[src/hdl/irq_pkg.sv]
// Purpose: shared constants for the interrupt enable and flag logic
// Assumes: 32-bit apb data, registers one aligned word each
// Notes:   offsets are byte addresses
package irq_pkg;
    // register byte offsets
    localparam logic [11:0] ctrl_off      = 12'h000; // interrupt_control
    localparam logic [11:0] peripheral_irq_enable_1_off      = 12'h004; // peripheral_irq_enable_1
    localparam logic [11:0] option_off    = 12'h008; // edge select
    localparam logic [11:0] pflag_off     = 12'h00C; // peripheral flags, read only

    // interrupt_control field positions
    localparam int gie_bit    = 7; // global_irq_enable
    localparam int periph_group_enable_bit   = 6; // periph_group_enable
    localparam int t0ie_bit   = 5; // timer0_ovf_enable
    localparam int ext_pin_irq_enable_bit   = 4; // ext_pin_irq_enable
    localparam int pin_change_enable_bit  = 3; // pin_change_enable
    localparam int t0if_bit   = 2; // timer0_ovf_flag
    localparam int ext_pin_irq_flag_bit   = 1; // ext_pin_irq_flag
    localparam int pin_change_summary_flag_bit  = 0; // pin_change_summary_flag

    // option field position
    localparam int edge_bit   = 6; // ext_edge_select

    // reset values
    localparam logic [7:0] ctrl_rst   = 8'h00;
    localparam logic [7:0] peripheral_irq_enable_1_rst   = 8'h00;
    localparam logic       edge_rst   = 1'h0;

    // vector loaded on interrupt entry
    localparam logic [15:0] irq_vector = 16'h0004;
endpackage : irq_pkg

[src/hdl/interrupt_enable_flag_logic.sv]
// Purpose: interrupt enables, flags and request to the core, apb register access
// Assumes: all inputs synchronous to pclk; core sends accept and return pulses
// Notes:   one wait state on every apb access
// Operation
// - flags set regardless of any enable
// - global enable passes or blocks all requests
// - group enable gates all peripheral sources
// - timer overflow enable gates its flag
// - external pin enable gates its flag
// - pin change enable gates summary flag
// - timer overflow sets timer flag
// - valid external pin event sets flag
// - summary flag is OR of pin flags
// - summary flag read only, writes ignored
// - control register stored bits reset to zero; summary bit follows pin flags
// - first peripheral enable register, eight enables
// - accept with global enable set clears it, pushes, vectors
// - edge select picks rising or falling
// - return without an accepted entry in the same cycle pops, restores, sets global enable
`timescale 1ns/100ps
module interrupt_enable_flag_logic #(
    parameter int ADDR_W = 12 // apb address width
) (
    input  wire logic              pclk,
    input  wire logic              presetn,
    input  wire logic              psel,
    input  wire logic              penable,
    input  wire logic              pwrite,
    input  wire logic [ADDR_W-1:0] paddr,
    input  wire logic [31:0]       pwdata,
    input  wire logic [3:0]        pstrb,
    output logic [31:0]            prdata,
    output logic                   pready,
    output logic                   pslverr,
    input  wire logic              timer0_overflow,
    input  wire logic              ext_pin,
    input  wire logic [7:0]        per_pin_change_flags,
    input  wire logic [7:0]        periph_flags,
    input  wire logic              irq_accept,
    input  wire logic              return_from_irq,
    output logic                   irq_request,
    output logic                   push_pc,
    output logic                   load_vector,
    output logic [15:0]            vector_addr,
    output logic                   pop_return,
    output logic                   restore_context
);

    // whole module state in one record
    typedef struct packed {
        logic        global_irq_enable;       // global_irq_enable
        logic        periph_group_enable;      // periph_group_enable
        logic        t0ie;      // timer0_ovf_enable
        logic        ext_pin_irq_enable;      // ext_pin_irq_enable
        logic        pin_change_enable;     // pin_change_enable
        logic        t0if;      // timer0_ovf_flag
        logic        ext_pin_irq_flag;      // ext_pin_irq_flag
        logic [7:0]  peripheral_irq_enable_1;      // peripheral_irq_enable_1
        logic        edge_sel;  // ext_edge_select
        logic        ext_prev;  // last pin sample
        logic        ext_valid; // prev sample is real
        logic        irq_req;   // request to core
        logic        push;      // push pc pulse
        logic        vload;     // load vector pulse
        logic [15:0] vaddr;     // vector address
        logic        pop;       // pop pulse
        logic        restore;   // restore context pulse
        logic        rdy;       // apb ready
        logic        err;       // apb error
        logic [31:0] rdata;     // apb read data
    } state_t;

    state_t st;      // registered state
    state_t next_st; // next state

    logic       pin_change_summary_flag;     // summary of per-pin flags
    logic       access;    // apb access phase, not yet answered
    logic       done;      // access completes this edge
    logic       wr_en;     // write takes effect this edge
    logic       mapped;    // address hits a register
    logic [7:0] ctrl_view; // control register as read
    logic       ext_rise;  // rising edge seen on pin
    logic       ext_fall;  // falling edge seen on pin
    logic       ext_event; // valid edge for current select
    logic       core_src;  // any enabled core source
    logic       periph_src;// any enabled peripheral source

    // no latch here: the per-pin flags already hold the change events
    // read-only summary, cleared only by clearing every pin flag
    assign pin_change_summary_flag = |per_pin_change_flags;

    // decode and helper terms
    always_comb begin
        access     = psel && penable && !st.rdy;
        done       = psel && penable && st.rdy;
        wr_en      = done && pwrite && pstrb[0] && !st.err;
        // full decode of the low twelve bits; aliases would hide bad offsets
        mapped     = (paddr[11:0] == irq_pkg::ctrl_off) || (paddr[11:0] == irq_pkg::peripheral_irq_enable_1_off)
                  || (paddr[11:0] == irq_pkg::option_off) || (paddr[11:0] == irq_pkg::pflag_off);
        ctrl_view  = {st.global_irq_enable, st.periph_group_enable, st.t0ie, st.ext_pin_irq_enable, st.pin_change_enable, st.t0if, st.ext_pin_irq_flag, pin_change_summary_flag};
        ext_rise   = st.ext_valid && ext_pin && !st.ext_prev;
        ext_fall   = st.ext_valid && !ext_pin && st.ext_prev;
        // either edge arms only after one real sample since reset
        ext_event  = st.edge_sel ? ext_rise : ext_fall;
        core_src   = (st.t0ie && st.t0if)
                  || (st.ext_pin_irq_enable && st.ext_pin_irq_flag)
                  || (st.pin_change_enable && pin_change_summary_flag);
        periph_src = st.periph_group_enable && |(st.peripheral_irq_enable_1 & periph_flags);
    end

    // next-state logic: bus writes first, hardware events override
    always_comb begin
        next_st         = st;
        next_st.push    = 1'b0;
        next_st.vload   = 1'b0;
        next_st.pop     = 1'b0;
        next_st.restore = 1'b0;
        next_st.vaddr   = st.vaddr;

        // apb answer one cycle into the access phase
        // ready comes from a flop, so a held access never sees two answers
        next_st.rdy = access;
        if (access) begin
            next_st.err   = !mapped;
            next_st.rdata = 32'h0000_0000;
            if (!pwrite) begin
                // reads; upper bits read as zero
                case (paddr[11:0])
                    irq_pkg::ctrl_off:   next_st.rdata[7:0] = ctrl_view;
                    irq_pkg::peripheral_irq_enable_1_off:   next_st.rdata[7:0] = st.peripheral_irq_enable_1;
                    irq_pkg::option_off: next_st.rdata[irq_pkg::edge_bit] = st.edge_sel;
                    irq_pkg::pflag_off:  next_st.rdata[7:0] = periph_flags;
                    default:             next_st.rdata = 32'h0000_0000;
                endcase
            end
        end else if (done) begin
            next_st.err = 1'b0;
        end

        // software writes, low byte lane only
        // data taken at the completing edge, never at the first access edge
        if (wr_en) begin
            case (paddr[11:0])
                irq_pkg::ctrl_off: begin
                    next_st.global_irq_enable   = pwdata[irq_pkg::gie_bit];
                    next_st.periph_group_enable  = pwdata[irq_pkg::periph_group_enable_bit];
                    next_st.t0ie  = pwdata[irq_pkg::t0ie_bit];
                    next_st.ext_pin_irq_enable  = pwdata[irq_pkg::ext_pin_irq_enable_bit];
                    next_st.pin_change_enable = pwdata[irq_pkg::pin_change_enable_bit];
                    next_st.t0if  = pwdata[irq_pkg::t0if_bit];
                    next_st.ext_pin_irq_flag  = pwdata[irq_pkg::ext_pin_irq_flag_bit];
                    // summary bit is not stored, write has no effect
                end
                irq_pkg::peripheral_irq_enable_1_off:   next_st.peripheral_irq_enable_1 = pwdata[7:0];
                irq_pkg::option_off: next_st.edge_sel = pwdata[irq_pkg::edge_bit];
                default:             next_st.peripheral_irq_enable_1 = st.peripheral_irq_enable_1;
            endcase
        end

        // flags set by their sources whatever the enables; set beats clear
        if (timer0_overflow) begin
            next_st.t0if = 1'b1;
        end
        if (ext_event) begin
            next_st.ext_pin_irq_flag = 1'b1;
        end

        // pin sampling; first sample after reset is not an edge
        next_st.ext_prev  = ext_pin;
        next_st.ext_valid = 1'b1;

        // core handshake; accept only counts with global enable set
        // an accept with the global enable clear is stale and ignored
        if (irq_accept && st.global_irq_enable) begin
            next_st.global_irq_enable   = 1'b0;
            next_st.push  = 1'b1;
            next_st.vload = 1'b1;
            next_st.vaddr = irq_pkg::irq_vector;
        end else if (return_from_irq) begin
            next_st.global_irq_enable     = 1'b1;
            next_st.pop     = 1'b1;
            next_st.restore = 1'b1;
        end

        // request from current state, one cycle of lag
        // the extra cycle buys a glitch-free request line into the core
        next_st.irq_req = st.global_irq_enable && (core_src || periph_src);
    end

    // state register, everything zero at reset
    // async clear, so the request is low before the first clock arrives
    always_ff @(posedge pclk or negedge presetn) begin
        if (!presetn) begin
            st          <= '0;
            st.global_irq_enable      <= irq_pkg::ctrl_rst[irq_pkg::gie_bit];
            st.periph_group_enable     <= irq_pkg::ctrl_rst[irq_pkg::periph_group_enable_bit];
            st.t0ie     <= irq_pkg::ctrl_rst[irq_pkg::t0ie_bit];
            st.ext_pin_irq_enable     <= irq_pkg::ctrl_rst[irq_pkg::ext_pin_irq_enable_bit];
            st.pin_change_enable    <= irq_pkg::ctrl_rst[irq_pkg::pin_change_enable_bit];
            st.t0if     <= irq_pkg::ctrl_rst[irq_pkg::t0if_bit];
            st.ext_pin_irq_flag     <= irq_pkg::ctrl_rst[irq_pkg::ext_pin_irq_flag_bit];
            st.peripheral_irq_enable_1     <= irq_pkg::peripheral_irq_enable_1_rst;
            st.edge_sel <= irq_pkg::edge_rst;
        end else begin
            st <= next_st;
        end
    end

    // outputs straight from flops
    assign prdata          = st.rdata;
    assign pready          = st.rdy;
    assign pslverr         = st.err;
    assign irq_request     = st.irq_req;
    assign push_pc         = st.push;
    assign load_vector     = st.vload;
    assign vector_addr     = st.vaddr;
    assign pop_return      = st.pop;
    assign restore_context = st.restore;

    // checks
    // all but the reset check pause while presetn is low
    gie_block_a: assert property (@(posedge pclk) disable iff (!presetn)
        !st.global_irq_enable |=> !irq_request)
        else $error("request raised while global enable clear");

    req_cause_a: assert property (@(posedge pclk) disable iff (!presetn)
        irq_request |-> $past(st.global_irq_enable) && ($past(core_src) || $past(periph_src)))
        else $error("request without enabled source");

    periph_block_a: assert property (@(posedge pclk) disable iff (!presetn)
        (!st.periph_group_enable && !core_src) |=> !irq_request)
        else $error("peripheral source passed with group enable clear");

    timer_flag_a: assert property (@(posedge pclk) disable iff (!presetn)
        timer0_overflow |=> st.t0if ##0 ctrl_view[irq_pkg::t0if_bit])
        else $error("timer overflow flag not set");

    ext_edge_a: assert property (@(posedge pclk) disable iff (!presetn)
        (st.ext_valid && st.edge_sel && ext_pin && !st.ext_prev) |=> st.ext_pin_irq_flag)
        else $error("rising edge did not set pin flag");

    ext_fall_a: assert property (@(posedge pclk) disable iff (!presetn)
        (st.ext_valid && !st.edge_sel && !ext_pin && st.ext_prev) |=> st.ext_pin_irq_flag)
        else $error("falling edge did not set pin flag");

    summary_read_a: assert property (@(posedge pclk) disable iff (!presetn)
        (access && !pwrite && paddr[11:0] == irq_pkg::ctrl_off)
        |=> pready && prdata[irq_pkg::pin_change_summary_flag_bit] == $past(pin_change_summary_flag))
        else $error("summary flag read wrong");

    accept_entry_a: assert property (@(posedge pclk) disable iff (!presetn)
        (irq_accept && st.global_irq_enable) |=> !st.global_irq_enable && push_pc && load_vector
        && vector_addr == irq_pkg::irq_vector ##1 !push_pc && !load_vector)
        else $error("interrupt entry sequence wrong");

    return_exit_a: assert property (@(posedge pclk) disable iff (!presetn)
        (return_from_irq && !(irq_accept && st.global_irq_enable)) |=> st.global_irq_enable && pop_return && restore_context)
        else $error("return sequence wrong");

    apb_wait_a: assert property (@(posedge pclk) disable iff (!presetn)
        (psel && penable && !pready) |=> pready ##1 !pready)
        else $error("apb ready not one cycle after access");

    // each gating path is pinned down on its own, so a wrong bit index
    // in the request term shows up as a named failure

    // flag capture must not depend on the source's own enable
    pin_flag_free_a: assert property (@(posedge pclk) disable iff (!presetn)
        (ext_event && !st.ext_pin_irq_enable && !st.global_irq_enable) |=> st.ext_pin_irq_flag)
        else $error("pin flag held back by an enable");

    // each enabled core source reaches the core one cycle later
    timer_pass_a: assert property (@(posedge pclk) disable iff (!presetn)
        (st.global_irq_enable && st.t0ie && st.t0if) |=> irq_request)
        else $error("enabled timer flag did not raise request");

    pin_pass_a: assert property (@(posedge pclk) disable iff (!presetn)
        (st.global_irq_enable && st.ext_pin_irq_enable && st.ext_pin_irq_flag) |=> irq_request)
        else $error("enabled pin flag did not raise request");

    change_pass_a: assert property (@(posedge pclk) disable iff (!presetn)
        (st.global_irq_enable && st.pin_change_enable && pin_change_summary_flag) |=> irq_request)
        else $error("enabled summary flag did not raise request");

    // peripheral path needs the group enable and its own enable
    periph_pass_a: assert property (@(posedge pclk) disable iff (!presetn)
        (st.global_irq_enable && st.periph_group_enable && |(st.peripheral_irq_enable_1 & periph_flags)) |=> irq_request)
        else $error("enabled peripheral flag did not raise request");

    // a set timer flag with its enable clear stays off the request
    timer_mask_a: assert property (@(posedge pclk) disable iff (!presetn)
        (!st.t0ie && !(st.ext_pin_irq_enable && st.ext_pin_irq_flag) && !(st.pin_change_enable && pin_change_summary_flag) && !periph_src)
        |=> !irq_request)
        else $error("timer flag passed with its enable clear");

    // summary bit follows the pin flags only; a control write leaves it alone
    summary_ro_a: assert property (@(posedge pclk) disable iff (!presetn)
        (wr_en && paddr[11:0] == irq_pkg::ctrl_off) ##1 $stable(per_pin_change_flags)
        |-> pin_change_summary_flag == $past(pin_change_summary_flag))
        else $error("control write changed the summary flag");

    // enable register takes the low byte of an accepted write
    enable_write_a: assert property (@(posedge pclk) disable iff (!presetn)
        (wr_en && paddr[11:0] == irq_pkg::peripheral_irq_enable_1_off) |=> st.peripheral_irq_enable_1 == $past(pwdata[7:0]))
        else $error("enable register write lost");

    // a write without the low byte lane is answered but has no effect
    lane_skip_a: assert property (@(posedge pclk) disable iff (!presetn)
        (done && pwrite && !pstrb[0]) |=> $stable(st.peripheral_irq_enable_1) && $stable(st.edge_sel))
        else $error("write without low lane changed a register");

    // unmapped offsets answer with an error and zero data
    unmapped_err_a: assert property (@(posedge pclk) disable iff (!presetn)
        (access && !mapped) |=> pready && pslverr && prdata == 32'h0000_0000)
        else $error("unmapped access not refused");

    err_ready_a: assert property (@(posedge pclk) disable iff (!presetn)
        pslverr |-> pready)
        else $error("bus error outside an answer");

    // only the low byte carries register bits
    rdata_upper_a: assert property (@(posedge pclk) disable iff (!presetn)
        (pready && !pwrite) |-> prdata[31:8] == 24'h00_0000)
        else $error("read data above the low byte not zero");

    // entry and exit strobes always travel in pairs
    entry_pair_a: assert property (@(posedge pclk) disable iff (!presetn)
        (push_pc || load_vector) |-> push_pc && load_vector)
        else $error("entry strobes split");

    exit_pair_a: assert property (@(posedge pclk) disable iff (!presetn)
        (pop_return || restore_context) |-> pop_return && restore_context)
        else $error("exit strobes split");

    // vector only moves on an accepted entry
    vaddr_hold_a: assert property (@(posedge pclk) disable iff (!presetn)
        !(irq_accept && st.global_irq_enable) |=> $stable(vector_addr))
        else $error("vector address moved without entry");

    // first cycle after reset never counts as a pin edge
    pin_first_a: assert property (@(posedge pclk) disable iff (!presetn)
        (!st.ext_valid && !wr_en) |=> st.ext_pin_irq_flag == $past(st.ext_pin_irq_flag))
        else $error("false pin edge right after reset");

    // held in reset: stored bits and request read zero; two low samples skip power-up
    reset_clear_a: assert property (@(posedge pclk)
        !presetn ##1 !presetn
        |-> {ctrl_view[7:1], st.peripheral_irq_enable_1, st.edge_sel, irq_request} == 17'h0_0000)
        else $error("state not cleared in reset");

endmodule : interrupt_enable_flag_logic

[config.mk]
export PLATFORM = sky130hd
export DESIGN_NAME = interrupt_enable_flag_logic
export DESIGN_NICKNAME = d
export VERILOG_FILES = /design/src/hdl/irq_pkg.sv /design/src/hdl/interrupt_enable_flag_logic.sv
export SDC_FILE = /design/constraint.sdc
export NUM_CORES = 1
export LEC_CHECK = 0
export BUFFER_PORTS_ARGS = -buffer_cell sky130_fd_sc_hd__buf_2
export CORE_MARGIN = 5
export CORE_UTILIZATION = 35
export CTS_BUF_LIST = sky130_fd_sc_hd__clkbuf_4 sky130_fd_sc_hd__clkbuf_8
export DETAILED_ROUTE_END_ITERATION = 10
export PLACE_DENSITY = 0.67
export SLEW_MARGIN = 15
export SYNTH_ARGS = -nofsm -noshare
export SYNTH_HDL_FRONTEND = slang
export SYNTH_SLANG_ARGS = --single-unit
[constraint.sdc]
create_clock -name pclk -period 2.31 [get_ports pclk]
set_clock_uncertainty 0.15 [all_clocks]
set_input_delay 0.231 -clock pclk [delete_from_list [all_inputs] [get_ports pclk]]
set_output_delay 0.231 -clock pclk [all_outputs]
set_load 0.01 [all_outputs]
==> results.cfg <==
[timing]
slew_viol_final = 0
setup_tns_ns = 0
tightestPinTransition_ns = 0.704
rsz0062_at_grt = no
period_share_pct = 78.0
final_hold_viol_count = 0
post-route-min-period_ns = 1.80
maxClockFrequency_mhz = 555
setup_violations = 0
slew_headroom_pct = 53.1

[floorplanning]
die_area_um2 = 6960
row_count = 26
coreArea_um2 = 5170
dieHeight_um = 83.4
start_util_pct = 36.5
chipWidth_um = 83.4
io_pins = 128

[worst_setup_path]
startpoint_type = input pin
crit_path_end_kind = flip-flop
worstSetupPathType = input pin to flip-flop
crit_chain = buf_2 > or4_4 > nor4_4 > and2_1 > mux2_1
path_buf_inv = 1
critPathMaxFanout = 6
cp.required_ns = 2.32
max_stage_delay_ns = 0.54
cpMaxStageDelayCell = or4_4
arrival_ns = 1.81
critPathTopFamily = simple AND/OR/NAND/NOR gates

[drt]
drtPass1Iterations = 5
drc = 0
drt_iter0_markers = 64
via_per_inst = 4.61
antenna_left = 0
wl_um = 4200
post_drt_wl_per_cell_um = 13.4
vias = 1442

[global_route]
grt_use_met1_pct = 14.7
track_usage_pct = 12.2
grt.busiest_layer = met2
grt_max_degree = 33
grt_pass1_wl_um = 6910
use_met2_pct = 20.2
grt_overflow = 0
met3_usage_pct = 4.55
antenna_found_initial = 0
grt_pass1_vias = 1424

[worst_hold_path]
hold_path_class = input pin to flip-flop

[clocking]
clk_latency_ns = 0.28
cts_buffers = 5
clk_path_buf_depth = 2
h-tree-depth = 2
cts-root-buf = clkbuf_8
postCtsSetupBuffers = 0
cts_num_sinks = 32
cts_resized = 0
cts_tree = built
cts.clk_slew.worst_paths_ns = 0.07

[placed_design]
portBuffers = 61
gp_congestion = 0.817
hpwl_um = 3510
post_dp_cell_area_um2 = 2060

[finish]
num_antenna_cells = 0
nets = 315
final_cell_area_um2 = 2200
drive_gt1_share_pct = 36.6
area_growth_pct = 16.5

[logic_synthesis]
ys.flop_type = dfrtp_1
synth_async_sr_flop_share_pct = 100
yosys_warnings = 0
yosysSeqAreaShare_pct = 42.4
synth-seq-cells = 32
synth_edf_count = 0
yosysTopAreaCell = dfrtp_1
ys_top_cells_by_area = dfrtp_1 (42%), buf_4 (20%), mux2_2 (6.0%), mux2i_1 (2.7%), nand3_1 (2.4%)
synth_area_um2 = 1890
netlist.area_leader.share_pct = 42.4
ys_types = 38
avgSynthCellArea_um2 = 10.3
synth_cells = 183

[pwr]
leakagePower_nw = 1.14
power_density_nw_per_um2 = 570
ir_worst_vdd_mv = 0.342

[run_status]
outcome = complete, no violations

[flow_run]
drv_cap = 0
cells by family after synthesis:
group / count (synthesis) / share of synthesized area, %
and+or+nand+nor: 47 / 14.0
other: 2 / 0.398
muxes: 20 / 12.2
DFF: 32 / 42.4
AOI/OAI and AO/OA: 24 / 9.21
buffers and inverters: 58 / 21.7
synth_stat cells (3+ instances only):
cell type	number
a22oi_1	5
buf_4	51
dfrtp_1	32
inv_1	4
mux2_1	4
mux2_2	10
mux2i_1	5
nand2_1	12
nand3_1	9
nand4_1	3
nor2_1	4
nor3_1	4
o211ai_1	6
o21ai_0	3
worst reg2reg max path, cell delays in order (launching register included):
cell and delay, ns:
dfrtp_1 0.41, nand3b_1 0.19, nor3_1 0.55, a32oi_1 0.18
o21ai_0 0.11
where the power goes:
part | switching [mW] | total, mW | internal (mW) | leakage (nW)
Clock | 0.200 | 0.531 | 0.331 | 0.0586
Sequential | 0.00796 | 0.579 | 0.571 | 0.418
Combinational | 0.0887 | 0.143 | 0.0539 | 0.659
Total | 0.296 | 1.25 | 0.957 | 1.14
metrics by stage:
stage	instances	hold WS (ns)	setup WS [ns]	power, mW	utilization, %
after floorplan	221	-0.215	0.324	0.706	-
after global placement	302	0.172	0.195	0.726	39.8
after detailed placement	302	0.180	0.195	0.728	39.8
after CTS	313	0.0158	0.492	1.27	42.5
after global routing	313	0.0205	0.400	1.31	42.5
final	313	0.0229	0.509	1.25	42.5
cells in the final DEF, fill, tap and decap left out, types with 5 or more instances in the layout:
| master | count |
|---|---|
| mux2i_1 | 5 |
| nand3_1 | 9 |
| conb_1 | 40 |
| dfrtp_1 | 32 |
| mux2_2 | 10 |
| nand2_1 | 12 |
| buf_2 | 61 |
| clkbuf_8 | 5 |
| a22oi_1 | 5 |
| o211ai_1 | 6 |
metal layers:
layer	vias to the layer above	routed length, um
met4	0	57
met3	9	391
met1	694	1750
met5	-	0
met2	65	2010
li1	674	-
timing repair:
item,CTS,global route
hold buffers,3,0
endpoints found under the setup margin,0,0
endpoints found under the hold margin,34,0
area by class of cell:
class,instances,area [um2]
inverters,4,15.0
clock buffers,6,76.3
flip-flops and latches,32,801
clock inverters,2,35.0
repair buffers,68,365
well taps,70,87.6
fillers,532,2970
multi-input cells,131,820
final timing paths:
check                      slack (ns)  cells past startpoint             end            from
setup reg to reg                 0.64                      4       prdata[0]          pready
max in group asynchronous        1.17                      2         pslverr         presetn
min in group asynchronous        0.38                      2          st[59]         presetn
setup / recovery                 0.51                      5    ctrl_view[6]        paddr[9]
hold / removal                   0.02                      2    ctrl_view[2]       pwdata[2]
hold reg to reg                  0.31                      1  vector_addr[2]  vector_addr[2]
flip-flops by register name, summed over array words and instances (netlist names):
name	flops
st	11
prdata	8
ctrl_view	7
irq_request	1
pop_return	1
pready	1
pslverr	1
push_pc	1
vector_addr	1
Note: power is estimated with default switching activity, not from simulation.
